`config.mk`:
```
export PLATFORM = sky130hd
export DESIGN_NAME = pgd_datapath
export DESIGN_NICKNAME = d
export VERILOG_FILES = /design/src/core/pgd_pkg.sv /design/src/core/pgd_datapath.sv
export SDC_FILE = /design/constraint.sdc
export NUM_CORES = 1
export LEC_CHECK = 0
export BUFFER_PORTS_ARGS = -buffer_cell sky130_fd_sc_hd__buf_2
export CORE_MARGIN = 2
export CORE_UTILIZATION = 35
export CTS_BUF_LIST = sky130_fd_sc_hd__clkbuf_16
export CTS_CLUSTER_SIZE = 24
export DETAILED_ROUTE_END_ITERATION = 16
export GPL_ROUTABILITY_DRIVEN = 0
export GPL_TIMING_DRIVEN = 0
export PLACE_DENSITY = 0.53
export SYNTH_ARGS = -nofsm -noshare
export SYNTH_HDL_FRONTEND = slang
export SYNTH_SLANG_ARGS = --single-unit
export TNS_END_PERCENT = 1
```
`constraint.sdc`:
```
create_clock -name clk -period 15.55 [get_ports clk]
set_input_delay 1.555 -clock clk [delete_from_list [all_inputs] [get_ports clk]]
set_output_delay 1.555 -clock clk [all_outputs]
set_load 0.02 [all_outputs]
```
`src/core/pgd_pkg.sv`:
```
package pgd_pkg;
  // indexed register pointers
  localparam logic [7:0] IDX_SET_RESET_VALUE = 8'h00;
  localparam logic [7:0] IDX_SET_RESET_PLANE_ENABLE = 8'h01;
  localparam logic [7:0] IDX_COLOUR_COMPARE_VALUE = 8'h02;
  localparam logic [7:0] IDX_ROTATE_AND_FUNCTION = 8'h03;
  localparam logic [7:0] IDX_READ_PLANE_SELECT = 8'h04;
  localparam logic [7:0] IDX_READ_WRITE_MODE_CONTROL = 8'h05;
  localparam logic [7:0] IDX_MEMORY_MAP_MISC = 8'h06;
  localparam logic [7:0] IDX_COMPARE_PLANE_MASK = 8'h07;
  localparam logic [7:0] IDX_PIXEL_WRITE_MASK = 8'h08;
  localparam logic [7:0] IDX_PLANE0_LATCH_READBACK = 8'hF8;
  localparam logic [7:0] IDX_PLANE1_LATCH_READBACK = 8'hF9;
  localparam logic [7:0] IDX_PLANE2_LATCH_READBACK = 8'hFA;
  localparam logic [7:0] IDX_PLANE3_LATCH_READBACK = 8'hFB;
  // i/o ports
  localparam logic [9:0] IO_UPPER_PLANES_BIT_POSITION = 10'h3CA;
  localparam logic [9:0] IO_LOWER_PLANES_BIT_POSITION = 10'h3CC;
  localparam logic [9:0] IO_INDEXED_REGISTER_POINTER = 10'h3CE;
  localparam logic [9:0] IO_INDEXED_DATA = 10'h3CF;
  localparam logic [9:0] IO_MISC_OUTPUT = 10'h3C2;
  // field positions
  localparam int MISC_RAM_ENABLE_BIT = 1;
  localparam int MAP_LO = 2;
  localparam int FUNC_LO = 3;
  localparam int READ_MODE_BIT = 3;
  localparam logic [3:0] POINTER_INDEX_MASK = 4'hF;
  localparam logic [7:0] POINTER_READ_ONES = 8'hE0;
  localparam logic [7:0] POSITION_LOWER_RESET = 8'h00;
  localparam logic [7:0] POSITION_UPPER_RESET = 8'h01;
  // memory map window bases and sizes, cpu addr bits 19:0
  localparam logic [19:0] WIN_A0000 = 20'hA0000;
  localparam logic [19:0] WIN_B0000 = 20'hB0000;
  localparam logic [19:0] WIN_B8000 = 20'hB8000;
  localparam logic [19:0] SIZE_128K = 20'h20000;
  localparam logic [19:0] SIZE_64K = 20'h10000;
  localparam logic [19:0] SIZE_32K = 20'h08000;
  localparam int NUM_PLANES = 4;

  typedef enum logic [1:0] {
    PGD_WM_DATA,
    PGD_WM_LATCH,
    PGD_WM_COLOUR,
    PGD_WM_ILLEGAL
  } pgd_wmode_t;

  typedef enum logic [1:0] {
    PGD_FN_PASS,
    PGD_FN_AND,
    PGD_FN_OR,
    PGD_FN_XOR
  } pgd_func_t;

  typedef struct packed {
    logic [9:0] addr;
    logic [7:0] data;
    logic rd;
    logic wr;
  } pgd_io_req_t;

  typedef struct packed {
    logic [19:0] addr;
    logic [7:0] data;
    logic rd;
    logic wr;
  } pgd_mem_req_t;
endpackage

```
`src/core/pgd_datapath.sv`:
```
`timescale 1ns/1ps
module pgd_datapath #(
  parameter int PLANES = 4
) (
  input wire logic clk,
  input wire logic reset,
  input wire pgd_pkg::pgd_io_req_t ioReq,
  input wire pgd_pkg::pgd_mem_req_t memReq,
  input wire logic cpuSlotNext,
  input wire logic [7:0] planeRdData [PLANES],
  output logic [7:0] cpuRdData,
  output logic cpuRdValid,
  output logic [7:0] planeWrData [PLANES],
  output logic plane0_write_strobe_n,
  output logic plane1_write_strobe_n,
  output logic plane2_write_strobe_n,
  output logic plane3_write_strobe_n,
  output logic early_cpu_slot_enable_n,
  output logic valid_read_window,
  output logic [1:0] mapSelect
);
  logic [7:0] set_reset_value;
  logic [7:0] set_reset_plane_enable;
  logic [7:0] colour_compare_value;
  logic [7:0] rotate_and_function;
  logic [7:0] read_plane_select;
  logic [7:0] read_write_mode_control;
  logic [7:0] memory_map_misc;
  logic [7:0] compare_plane_mask;
  logic [7:0] pixel_write_mask;
  logic [7:0] upper_planes_bit_position;
  logic [7:0] lower_planes_bit_position;
  logic [7:0] pointerReg;
  logic [7:0] miscOutput;
  logic [7:0] latchReg [PLANES];
  logic [7:0] cpuMapped;
  logic inWindow;
  logic [7:0] computed [PLANES];
  logic [7:0] masked [PLANES];
  logic [7:0] rotated;
  logic [7:0] compareResult;
  logic [7:0] ioReadData;
  logic [7:0] memReadData;
  logic [PLANES-1:0] next_strobe;

  // rotate right by count, bit 0 wraps into bit 7
  function automatic logic [7:0] rotr(input logic [7:0] d,
                                      input logic [2:0] n);
    logic [15:0] w;
    w = {d, d} >> n;
    return w[7:0];
  endfunction

  function automatic logic [7:0] alu(input logic [7:0] d,
                                     input logic [7:0] l,
                                     input logic [1:0] f);
    logic [7:0] r;
    r = d;
    case (f)
      2'h0: r = d;
      2'h1: r = d & l;
      2'h2: r = d | l;
      2'h3: r = d ^ l;
      default: r = d;
    endcase
    return r;
  endfunction

  // position selectors steer data bus bit pairs to planes 0/1 and 2/3
  function automatic logic [1:0] pick2(input logic [7:0] d,
                                       input logic [1:0] pos);
    return d[{pos, 1'b0} +: 2];
  endfunction

  function automatic logic inRange(input logic [19:0] a,
                                   input logic [19:0] base,
                                   input logic [19:0] size);
    return (a >= base) && (a < base + size);
  endfunction

  // latch readback needs the whole pointer, the rest the low nibble
  function automatic logic [7:0] readIndex(input logic [7:0] ptr);
    if (ptr >= pgd_pkg::IDX_PLANE0_LATCH_READBACK &&
        ptr <= pgd_pkg::IDX_PLANE3_LATCH_READBACK)
      return ptr;
    return {4'h0, ptr[3:0] & pgd_pkg::POINTER_INDEX_MASK};
  endfunction

  assign mapSelect = memory_map_misc[pgd_pkg::MAP_LO +: 2];
  assign cpuMapped = {4'h0, pick2(memReq.data,
                        upper_planes_bit_position[1:0]),
                      pick2(memReq.data, lower_planes_bit_position[1:0])};

  always_comb
  begin
    case (memory_map_misc[pgd_pkg::MAP_LO +: 2])
      2'h0: inWindow = inRange(memReq.addr, pgd_pkg::WIN_A0000,
                               pgd_pkg::SIZE_128K);
      2'h1: inWindow = inRange(memReq.addr, pgd_pkg::WIN_A0000,
                               pgd_pkg::SIZE_64K);
      2'h2: inWindow = inRange(memReq.addr, pgd_pkg::WIN_B0000,
                               pgd_pkg::SIZE_32K);
      2'h3: inWindow = inRange(memReq.addr, pgd_pkg::WIN_B8000,
                               pgd_pkg::SIZE_32K);
      default: inWindow = 1'b0;
    endcase
  end

  assign rotated = rotr(memReq.data, rotate_and_function[2:0]);

  genvar gp;
  generate
    for (gp = 0; gp < PLANES; gp++)
    begin : g_plane
      always_comb
      begin
        case (pgd_pkg::pgd_wmode_t'(read_write_mode_control[1:0]))
          pgd_pkg::PGD_WM_DATA:
            if (set_reset_plane_enable[gp])
              computed[gp] = {8{set_reset_value[gp]}};
            else
              computed[gp] = alu(rotated, latchReg[gp],
                                 rotate_and_function[pgd_pkg::FUNC_LO +: 2]);
          pgd_pkg::PGD_WM_LATCH:
            computed[gp] = latchReg[gp];
          pgd_pkg::PGD_WM_COLOUR:
            computed[gp] = alu({8{cpuMapped[gp]}}, latchReg[gp],
                               rotate_and_function[pgd_pkg::FUNC_LO +: 2]);
          default:
            computed[gp] = latchReg[gp];
        endcase
        masked[gp] = (computed[gp] & pixel_write_mask) |
                     (latchReg[gp] & ~pixel_write_mask);
      end
    end
  endgenerate

  always_comb
  begin
    for (int b = 0; b < 8; b++)
    begin
      logic m;
      m = 1'b1;
      for (int p = 0; p < PLANES; p++)
        if (compare_plane_mask[p] &&
            planeRdData[p][b] != colour_compare_value[p])
          m = 1'b0;
      compareResult[b] = m;
    end
  end

  always_comb
  begin
    if (read_write_mode_control[pgd_pkg::READ_MODE_BIT])
      memReadData = compareResult;
    else
      memReadData = planeRdData[read_plane_select[1:0]];
  end

  always_comb
  begin
    ioReadData = 8'hFF;
    case (ioReq.addr)
      pgd_pkg::IO_UPPER_PLANES_BIT_POSITION:
        ioReadData = upper_planes_bit_position;
      pgd_pkg::IO_LOWER_PLANES_BIT_POSITION:
        ioReadData = lower_planes_bit_position;
      pgd_pkg::IO_INDEXED_REGISTER_POINTER:
        ioReadData = pgd_pkg::POINTER_READ_ONES |
                     {3'h0, &pointerReg[7:5], pointerReg[3:0]};
      pgd_pkg::IO_INDEXED_DATA:
        case (readIndex(pointerReg))
          pgd_pkg::IDX_SET_RESET_VALUE: ioReadData = set_reset_value;
          pgd_pkg::IDX_SET_RESET_PLANE_ENABLE:
            ioReadData = set_reset_plane_enable;
          pgd_pkg::IDX_COLOUR_COMPARE_VALUE:
            ioReadData = colour_compare_value;
          pgd_pkg::IDX_ROTATE_AND_FUNCTION: ioReadData = rotate_and_function;
          pgd_pkg::IDX_READ_PLANE_SELECT: ioReadData = read_plane_select;
          pgd_pkg::IDX_READ_WRITE_MODE_CONTROL:
            ioReadData = read_write_mode_control;
          pgd_pkg::IDX_MEMORY_MAP_MISC: ioReadData = memory_map_misc;
          pgd_pkg::IDX_COMPARE_PLANE_MASK: ioReadData = compare_plane_mask;
          pgd_pkg::IDX_PIXEL_WRITE_MASK: ioReadData = pixel_write_mask;
          pgd_pkg::IDX_PLANE0_LATCH_READBACK: ioReadData = latchReg[0];
          pgd_pkg::IDX_PLANE1_LATCH_READBACK: ioReadData = latchReg[1];
          pgd_pkg::IDX_PLANE2_LATCH_READBACK: ioReadData = latchReg[2];
          pgd_pkg::IDX_PLANE3_LATCH_READBACK: ioReadData = latchReg[3];
          default: ioReadData = 8'hFF;
        endcase
      default: ioReadData = 8'hFF;
    endcase
  end

  // pointer port keeps the whole byte, bit 4 is rebuilt on read
  always_ff @(posedge clk or posedge reset)
  begin
    if (reset)
      pointerReg <= 8'h00;
    else if (ioReq.wr &&
             ioReq.addr == pgd_pkg::IO_INDEXED_REGISTER_POINTER)
      pointerReg <= ioReq.data;
  end

  // indexed data port writes, selected by the low pointer bits
  always_ff @(posedge clk or posedge reset)
  begin
    if (reset)
    begin
      set_reset_value <= 8'h00;
      set_reset_plane_enable <= 8'h00;
      colour_compare_value <= 8'h00;
      rotate_and_function <= 8'h00;
      read_plane_select <= 8'h00;
      read_write_mode_control <= 8'h00;
      memory_map_misc <= 8'h00;
      compare_plane_mask <= 8'h00;
      pixel_write_mask <= 8'hFF;
    end
    else if (ioReq.wr && ioReq.addr == pgd_pkg::IO_INDEXED_DATA)
      case ({4'h0, pointerReg[3:0]})
        pgd_pkg::IDX_SET_RESET_VALUE: set_reset_value <= ioReq.data;
        pgd_pkg::IDX_SET_RESET_PLANE_ENABLE:
          set_reset_plane_enable <= ioReq.data;
        pgd_pkg::IDX_COLOUR_COMPARE_VALUE: colour_compare_value <= ioReq.data;
        pgd_pkg::IDX_ROTATE_AND_FUNCTION: rotate_and_function <= ioReq.data;
        pgd_pkg::IDX_READ_PLANE_SELECT: read_plane_select <= ioReq.data;
        pgd_pkg::IDX_READ_WRITE_MODE_CONTROL:
          read_write_mode_control <= ioReq.data;
        pgd_pkg::IDX_MEMORY_MAP_MISC: memory_map_misc <= ioReq.data;
        pgd_pkg::IDX_COMPARE_PLANE_MASK: compare_plane_mask <= ioReq.data;
        pgd_pkg::IDX_PIXEL_WRITE_MASK: pixel_write_mask <= ioReq.data;
        default: ;
      endcase
  end

  // direct ports: position selectors and misc output (ram enable)
  always_ff @(posedge clk or posedge reset)
  begin
    if (reset)
    begin
      lower_planes_bit_position <= pgd_pkg::POSITION_LOWER_RESET;
      upper_planes_bit_position <= pgd_pkg::POSITION_UPPER_RESET;
      miscOutput <= 8'h00;
    end
    else if (ioReq.wr)
    begin
      if (ioReq.addr == pgd_pkg::IO_LOWER_PLANES_BIT_POSITION)
        lower_planes_bit_position <= ioReq.data;
      if (ioReq.addr == pgd_pkg::IO_UPPER_PLANES_BIT_POSITION)
        upper_planes_bit_position <= ioReq.data;
      if (ioReq.addr == pgd_pkg::IO_MISC_OUTPUT)
        miscOutput <= ioReq.data;
    end
  end

  // latches reload from the planes on every display memory read inside the valid read window
  always_ff @(posedge clk or posedge reset)
  begin
    if (reset)
      for (int p = 0; p < PLANES; p++)
        latchReg[p] <= 8'h00;
    else if (memReq.rd && valid_read_window)
      for (int p = 0; p < PLANES; p++)
        latchReg[p] <= planeRdData[p];
  end

  // strobes only for write modes 0..2, inside the window
  assign next_strobe = {PLANES{memReq.wr && valid_read_window &&
                        read_write_mode_control[1:0] != 2'h3}};

  always_ff @(posedge clk or posedge reset)
  begin
    if (reset)
    begin
      plane0_write_strobe_n <= 1'b1;
      plane1_write_strobe_n <= 1'b1;
      plane2_write_strobe_n <= 1'b1;
      plane3_write_strobe_n <= 1'b1;
      for (int p = 0; p < PLANES; p++)
        planeWrData[p] <= 8'h00;
    end
    else
    begin
      plane0_write_strobe_n <= ~next_strobe[0];
      plane1_write_strobe_n <= ~next_strobe[1];
      plane2_write_strobe_n <= ~next_strobe[2];
      plane3_write_strobe_n <= ~next_strobe[3];
      for (int p = 0; p < PLANES; p++)
        planeWrData[p] <= masked[p];
    end
  end

  always_ff @(posedge clk or posedge reset)
  begin
    if (reset)
      valid_read_window <= 1'b0;
    else
      valid_read_window <= miscOutput[pgd_pkg::MISC_RAM_ENABLE_BIT] &&
                           inWindow;
  end

  // slot marker arrives one clock before the cpu slot
  always_ff @(posedge clk or posedge reset)
  begin
    if (reset)
      early_cpu_slot_enable_n <= 1'b1;
    else
      early_cpu_slot_enable_n <= ~cpuSlotNext;
  end

  always_ff @(posedge clk or posedge reset)
  begin
    if (reset)
    begin
      cpuRdData <= 8'h00;
      cpuRdValid <= 1'b0;
    end
    else
    begin
      cpuRdValid <= ioReq.rd || memReq.rd;
      cpuRdData <= memReq.rd ? memReadData : ioReadData;
    end
  end

  property p_wm3_no_strobe;
    @(posedge clk) disable iff (reset)
      (read_write_mode_control[1:0] == 2'h3) |=> plane0_write_strobe_n;
  endproperty
  a_wm3_no_strobe: assert property (p_wm3_no_strobe)
    else $error("strobe in illegal write mode");

  property p_strobe_cause;
    @(posedge clk) disable iff (reset)
      !plane2_write_strobe_n |-> $past(memReq.wr);
  endproperty
  a_strobe_cause: assert property (p_strobe_cause)
    else $error("strobe without write");

  property p_early;
    @(posedge clk) disable iff (reset)
      cpuSlotNext |=> !early_cpu_slot_enable_n;
  endproperty
  a_early: assert property (p_early)
    else $error("early enable late");

  property p_window;
    @(posedge clk) disable iff (reset)
      valid_read_window |-> $past(miscOutput[1]);
  endproperty
  a_window: assert property (p_window)
    else $error("window without ram enable");

  property p_mask;
    @(posedge clk) disable iff (reset)
      (pixel_write_mask == 8'h00) |=> planeWrData[0] == $past(latchReg[0]);
  endproperty
  a_mask: assert property (p_mask)
    else $error("masked bits changed");

  property p_ptr;
    @(posedge clk) disable iff (reset)
      (ioReq.rd && ioReq.addr == pgd_pkg::IO_INDEXED_REGISTER_POINTER)
        |=> cpuRdData[7:5] == 3'h7;
  endproperty
  a_ptr: assert property (p_ptr)
    else $error("pointer upper bits not ones");

  property p_latch;
    @(posedge clk) disable iff (reset)
      (memReq.rd && valid_read_window)
        |=> latchReg[1] == $past(planeRdData[1]);
  endproperty
  a_latch: assert property (p_latch)
    else $error("latch not reloaded");

  property p_srset;
    @(posedge clk) disable iff (reset)
      (read_write_mode_control[1:0] == 2'h0 && set_reset_plane_enable[3] &&
       pixel_write_mask == 8'hFF)
        |=> planeWrData[3] == {8{$past(set_reset_value[3])}};
  endproperty
  a_srset: assert property (p_srset)
    else $error("set reset not replicated");
endmodule

```
Word level (Yosys, flattened, before mapping)
Index checks and enable logic that the tools add are counted.
Storage, ports and cells
  latch bits: 0
  output and inout port bits: 49
  memories: 0
  memory bits (writable): 0
  logic and storage cells: 266
  memory bits (read-only): 0
  register bits: 174
Cells by class
  reductions and logical operators: 62
  mux-type cells: 61
  equality and inequality tests: 65
  bitwise gates (word level): 40
  divide/modulo/power cells: 0
  order comparisons: 9
  shifts and indexed selects: 3
  add/sub/neg operators: 0
  $mul: 0
Operators with widths (count)
  $pmux W8 S4: 9
  $and A8 B8 Y8: 16
  $pmux W8 S13: 1
  $or A8 B8 Y8: 12
  $mux W8: 11
  $pmux W8 S2: 4
  $xor A8 B8 Y8: 8
  $ge A20 B20 Y1 const B: 3
  $lt A20 B20 Y1 const B: 3
  $eq A10 B10 Y1 const B: 5
  $logic_and A1 B1 Y1: 43
  $mux W1: 34
  $eq A8 B3 Y1 const B: 4
  $eq A8 B8 Y1 const B: 4
  $ne A1 B1 Y1: 32
  $reduce_and A2 Y1: 12
  $bmux W8 S2: 1
  $eq A4 B3 Y1 const B: 4
  $eq A8 B2 Y1 const B: 2
  $shiftx A8 B4 Y2: 2
  $shr A16 B3 Y8: 1
  $eq A2 B2 Y1 const B: 5
  $eq A4 B2 Y1 const B: 2
  $eq A8 B1 Y1 const B: 1
  17 further kinds: 21

Longest topological paths before layout
  depth in word-level cells: 10
  mapped depth: 10

Least setup slack after synthesis
OpenSTA, ideal clock, no wires.
  path kind: input to register
  start point: input memReq[5] (netlist bit)
  end point: register planeWrData[9] (netlist bit)
  required time: 15.424 ns
  path slack: 12.070 ns
  setup time: 0.126 ns
  stages: 7
  data arrival time: 3.354 ns
  path through: mux4_1 -> mux2i_4 -> ha_1 -> a211o_1 -> o2111ai_1 -> a21oi_1 -> a221o_1
RTL lines
  start: declaration: line pgd_datapath.sv:8  | input wire pgd_pkg::pgd_mem_req_t memReq,
  end signal: indexed assignment: line pgd_datapath.sv:290  | planeWrData[p] <= masked[p];
  end: declaration: line pgd_datapath.sv:13  | output logic [7:0] planeWrData [PLANES],

==> results.json <==
{
  "status": "completed",
  "finalSetupTns_ns": 0,
  "yosysUniqueCellTypes": 71,
  "fp.dieW_um": 195.6,
  "cts_root_buf": "clkbuf_16",
  "vias": 10612,
  "drtAntennaViolNets": 0,
  "fmax_ghz": 0.2786,
  "power.density_nw_per_um2": 68.63,
  "worst_path_dominant_cell_family": "multiplexers",
  "finalCritPeriodShare": 0.2308,
  "slowest_stage": "mux4_1",
  "crit_path_max_incr_delay_ns": 0.61,
  "skew_ns": 0.01461,
  "cap_violations": 0,
  "netlist_area_um2": 12840,
  "cts_setup_buffers": 0,
  "setup_ws_ns": 11.96,
  "avgSynthCellArea_um2": 10.64,
  "portBuffers": 118,
  "start_util": 0.3534,
  "rsz0062_at_grt": "no",
  "grt_max_degree": 123,
  "pre_cts_ws_ns": 11.58,
  "ios": 134,
  "p_leak_nw": 6.746,
  "slew_viol_final": 0,
  "hold_start": "valid_read_window",
  "reg2reg_depth": 8,
  "cts_made_buffers": 17,
  "crit_chain": "buf_2 > mux4_1 > mux2i_4 > inv_1 > ha_1 > o2111ai_1 > a21oi_1 > a221o_1",
  "totalWireLength_um": 46380,
  "whs_path_depth": 1,
  "antenna_found_initial": 1,
  "ctsResizeCount": 0,
  "rows": 70,
  "worst_r2r_endpoint": "planeWrData[21]",
  "synth_cells": 1207,
  "grt.total_usage": 0.2461,
  "startpoint_type": "input pin",
  "setup_viol": 0,
  "synth-seq-cells": 173,
  "synth_edf_count": 0,
  "clock_path_buffers": 2,
  "layout-drive-gt1-share": 0.2356,
  "path_buf_inv": 2,
  "first_pass_iters": 8,
  "clk-insertion-delay-late_ns": 0.46,
  "grt_pass1_wl_um": 69440,
  "num_antenna_cells": 0,
  "clock_sinks": 173,
  "worstPathMaxFanout": 9,
  "finalCriticalPeriod_ns": 3.589,
  "synth_top_flop_cell": "dfrtp_1",
  "rr_startpoint": "rotate_and_function[1]",
  "relSlewSlack": 0.2320,
  "dieArea_um2": 38250,
  "cp.arrival_ns": 3.91,
  "async_flop_share": 1.000,
  "cp-end-kind": "flip-flop",
  "syn_nets": 1423,
  "path_class": "input pin to flip-flop",
  "grt-ovfl-total": 0,
  "cts_tree": "built",
  "syn2layout_area_growth_pct": 13.98,
  "holdPathEnd": "plane3_write_strobe_n",
  "grt_pass1_vias": 10478,
  "final_nets": 1561,
  "final_hold_viol_count": 0,
  "drc": 0,
  "die_y_um": 195.6,
  "fp.coreArea_um2": 36350,
  "cts_max_level": 4,
  "cts.reportedPaths.clkPinSlew_ns": 0.08,
  "synth-seq-area-share": 0.3381,
  "hold_buffers": 0,
  "critPathRequiredTime_ns": 15.88,
  "yosys_warnings": 0,
  "hold_path_class": "flip-flop to flip-flop",
  "routedWlPerCell_um": 25.40,
  "via_per_inst": 5.812,
  "r2r_slack_ns": 12.61,
  "n_fill_cell": 3561,
  "drt_iter0_markers": 1013,
  "worst_pin_slew_ns": 1.152,
  "peakVddDrop_v": 0.00007520,
  "dpl.hpwl_um": 33820
}
==> worst reg2reg max path: stages (launching register included) <==
cell and delay [ns]:
dfrtp_1 0.35, buf_6 0.17, mux4_1 0.67, mux2i_4 0.47, inv_1 0.30, ha_1 0.25
o2111ai_1 0.20, a21oi_1 0.07, a221o_1 0.32
==> synthesized netlist by cell type (17+ instances only) <==
cell type  instances  share of area
nand2b_1          21          0.010
nor2_1            47          0.014
clkbuf_1          34         0.0099
xor2_1            32          0.022
o22ai_1           22          0.011
mux2_1            64          0.056
inv_1            101          0.030
mux4_2            29          0.051
nand2_1           53          0.015
dfrtp_1          162           0.32
a221o_1           22          0.017
o211ai_1          17         0.0099
ha_1             131           0.13
a211oi_1          19          0.011
a21oi_1           50          0.019
mux2i_1           48          0.037
mux2_2            68          0.060
buf_1             19         0.0056
a22oi_1           22          0.013
buf_2             21         0.0082
o21ai_0           34          0.013
==> routing by layer <==
metal | global-route usage | up-vias | part of all wire
met5 | 0 | - | 0.00028
met4 | 0.1100 | 2 | 0.043
met3 | 0.04041 | 107 | 0.060
met2 | 0.3971 | 456 | 0.47
met1 | 0.3252 | 5350 | 0.43
li1 | - | 4697 | -
==> how the worst max path moves through the flow <==
stage | startpoint | endpoint | slack, ns | cells after the start
final | memReq[5] | planeWrData[21] | 11.96 | 8
after global routing | memReq[5] | planeWrData[21] | 11.92 | 8
after CTS | memReq[8] | planeWrData[20] | 12.05 | 8
after detailed placement | memReq[8] | planeWrData[20] | 11.58 | 8
after global placement | reset | planeWrData[3] | 6.99 | 2
after floorplan | reset | colour_compare_value[0] | 9.32 | 1
==> per-stage QoR <==
step / utilization / total power (W) / std cells / cell area (um^2) / hold slack, ns
finish: 0.4028 / 0.001005 / 1826 / 14640 / 0.4420
global route: 0.4028 / 0.001041 / 1826 / 14640 / 0.4630
CTS: 0.4028 / 0.001009 / 1826 / 14640 / 0.4431
detailed placement: 0.3867 / 0.0005686 / 1794 / 14060 / 0.4324
global placement: 0.3857 / 0.0005655 / 1793 / 14020 / 0.4225
floorplan: - / 0.0005232 / 1207 / 12840 / 0.4522
==> flip-flops by register name, indices dropped and copies added, names as in the netlist, 8 cells and up <==
signal,count
read_write_mode_control,8
pixel_write_mask,8
planeWrData,32
cpuRdData,8
lower_planes_bit_position,8
memory_map_misc,8
colour_compare_value,8
compare_plane_mask,8
set_reset_plane_enable,8
rotate_and_function,8
pointerReg,8
set_reset_value,8
upper_planes_bit_position,8
latchReg,32
read_plane_select,8
==> kinds of logic after synthesis <==
kind of cell	share of synthesized area
AOI/OAI and AO/OA	0.1434
xor gates and xnor gates	0.02182
adders and majority gates	0.1276
buffers and inverters	0.06088
DFF	0.3381
muxes	0.2230
and+or+nand+nor	0.08523
==> cell type report <==
cell class	instances	area, um^2	share of cell area
buffer	85	394.1	0.02692
multi-input combinational	846	7720	0.5273
clock inverter	15	158.9	0.01085
timing repair buffer	119	618.1	0.04222
inverter	103	395.4	0.02701
clock buffer	17	425.4	0.02906
sequential	173	4343	0.2966
tap	468	585.6	0.04000
==> power by group <==
group          total (W)  switching [W]  internal, W
clock network   0.000444       0.000217     0.000227
logic           0.000100      0.0000660    0.0000343
registers       0.000460     0.00000520     0.000455
==> layout by cell type (no fill, tap or decap), types with 5 or more instances in the layout <==
| cell type | netlist | final |
|---|---|---|
| buf_4 | 9 | 9 |
| a22oi_1 | 22 | 22 |
| buf_1 | 19 | 19 |
| a221o_1 | 22 | 22 |
| o21ai_0 | 34 | 34 |
| xor2_1 | 32 | 32 |
| clkbuf_1 | 34 | 34 |
| mux2i_1 | 48 | 48 |
| mux4_2 | 29 | 29 |
| dfstp_2 | 11 | 11 |
| nor2_4 | 8 | 8 |
| dfrtp_1 | 162 | 162 |
| mux2_1 | 64 | 64 |
| nor2b_1 | 9 | 9 |
| ha_1 | 131 | 131 |
| o2111ai_1 | 13 | 13 |
| nand3_1 | 15 | 15 |
| o211ai_1 | 17 | 17 |
| and3_1 | 5 | 5 |
| inv_8 | 0 | 5 |
| buf_2 | 21 | 139 |
| mux2i_4 | 6 | 6 |
| nor2_1 | 47 | 47 |
| a211o_1 | 8 | 8 |
| clkbuf_16 | 0 | 17 |
| mux2_2 | 68 | 68 |
| inv_1 | 101 | 100 |
| a21oi_1 | 50 | 50 |
| o22ai_1 | 22 | 22 |
| a2111o_1 | 8 | 8 |
| nand2_1 | 53 | 53 |
| a221oi_1 | 9 | 9 |
| nand2b_1 | 21 | 21 |
| a211oi_1 | 19 | 19 |
| nor3_1 | 15 | 15 |
| a31oi_1 | 9 | 9 |
No activity file was read; power rests on OpenSTA's default activity.
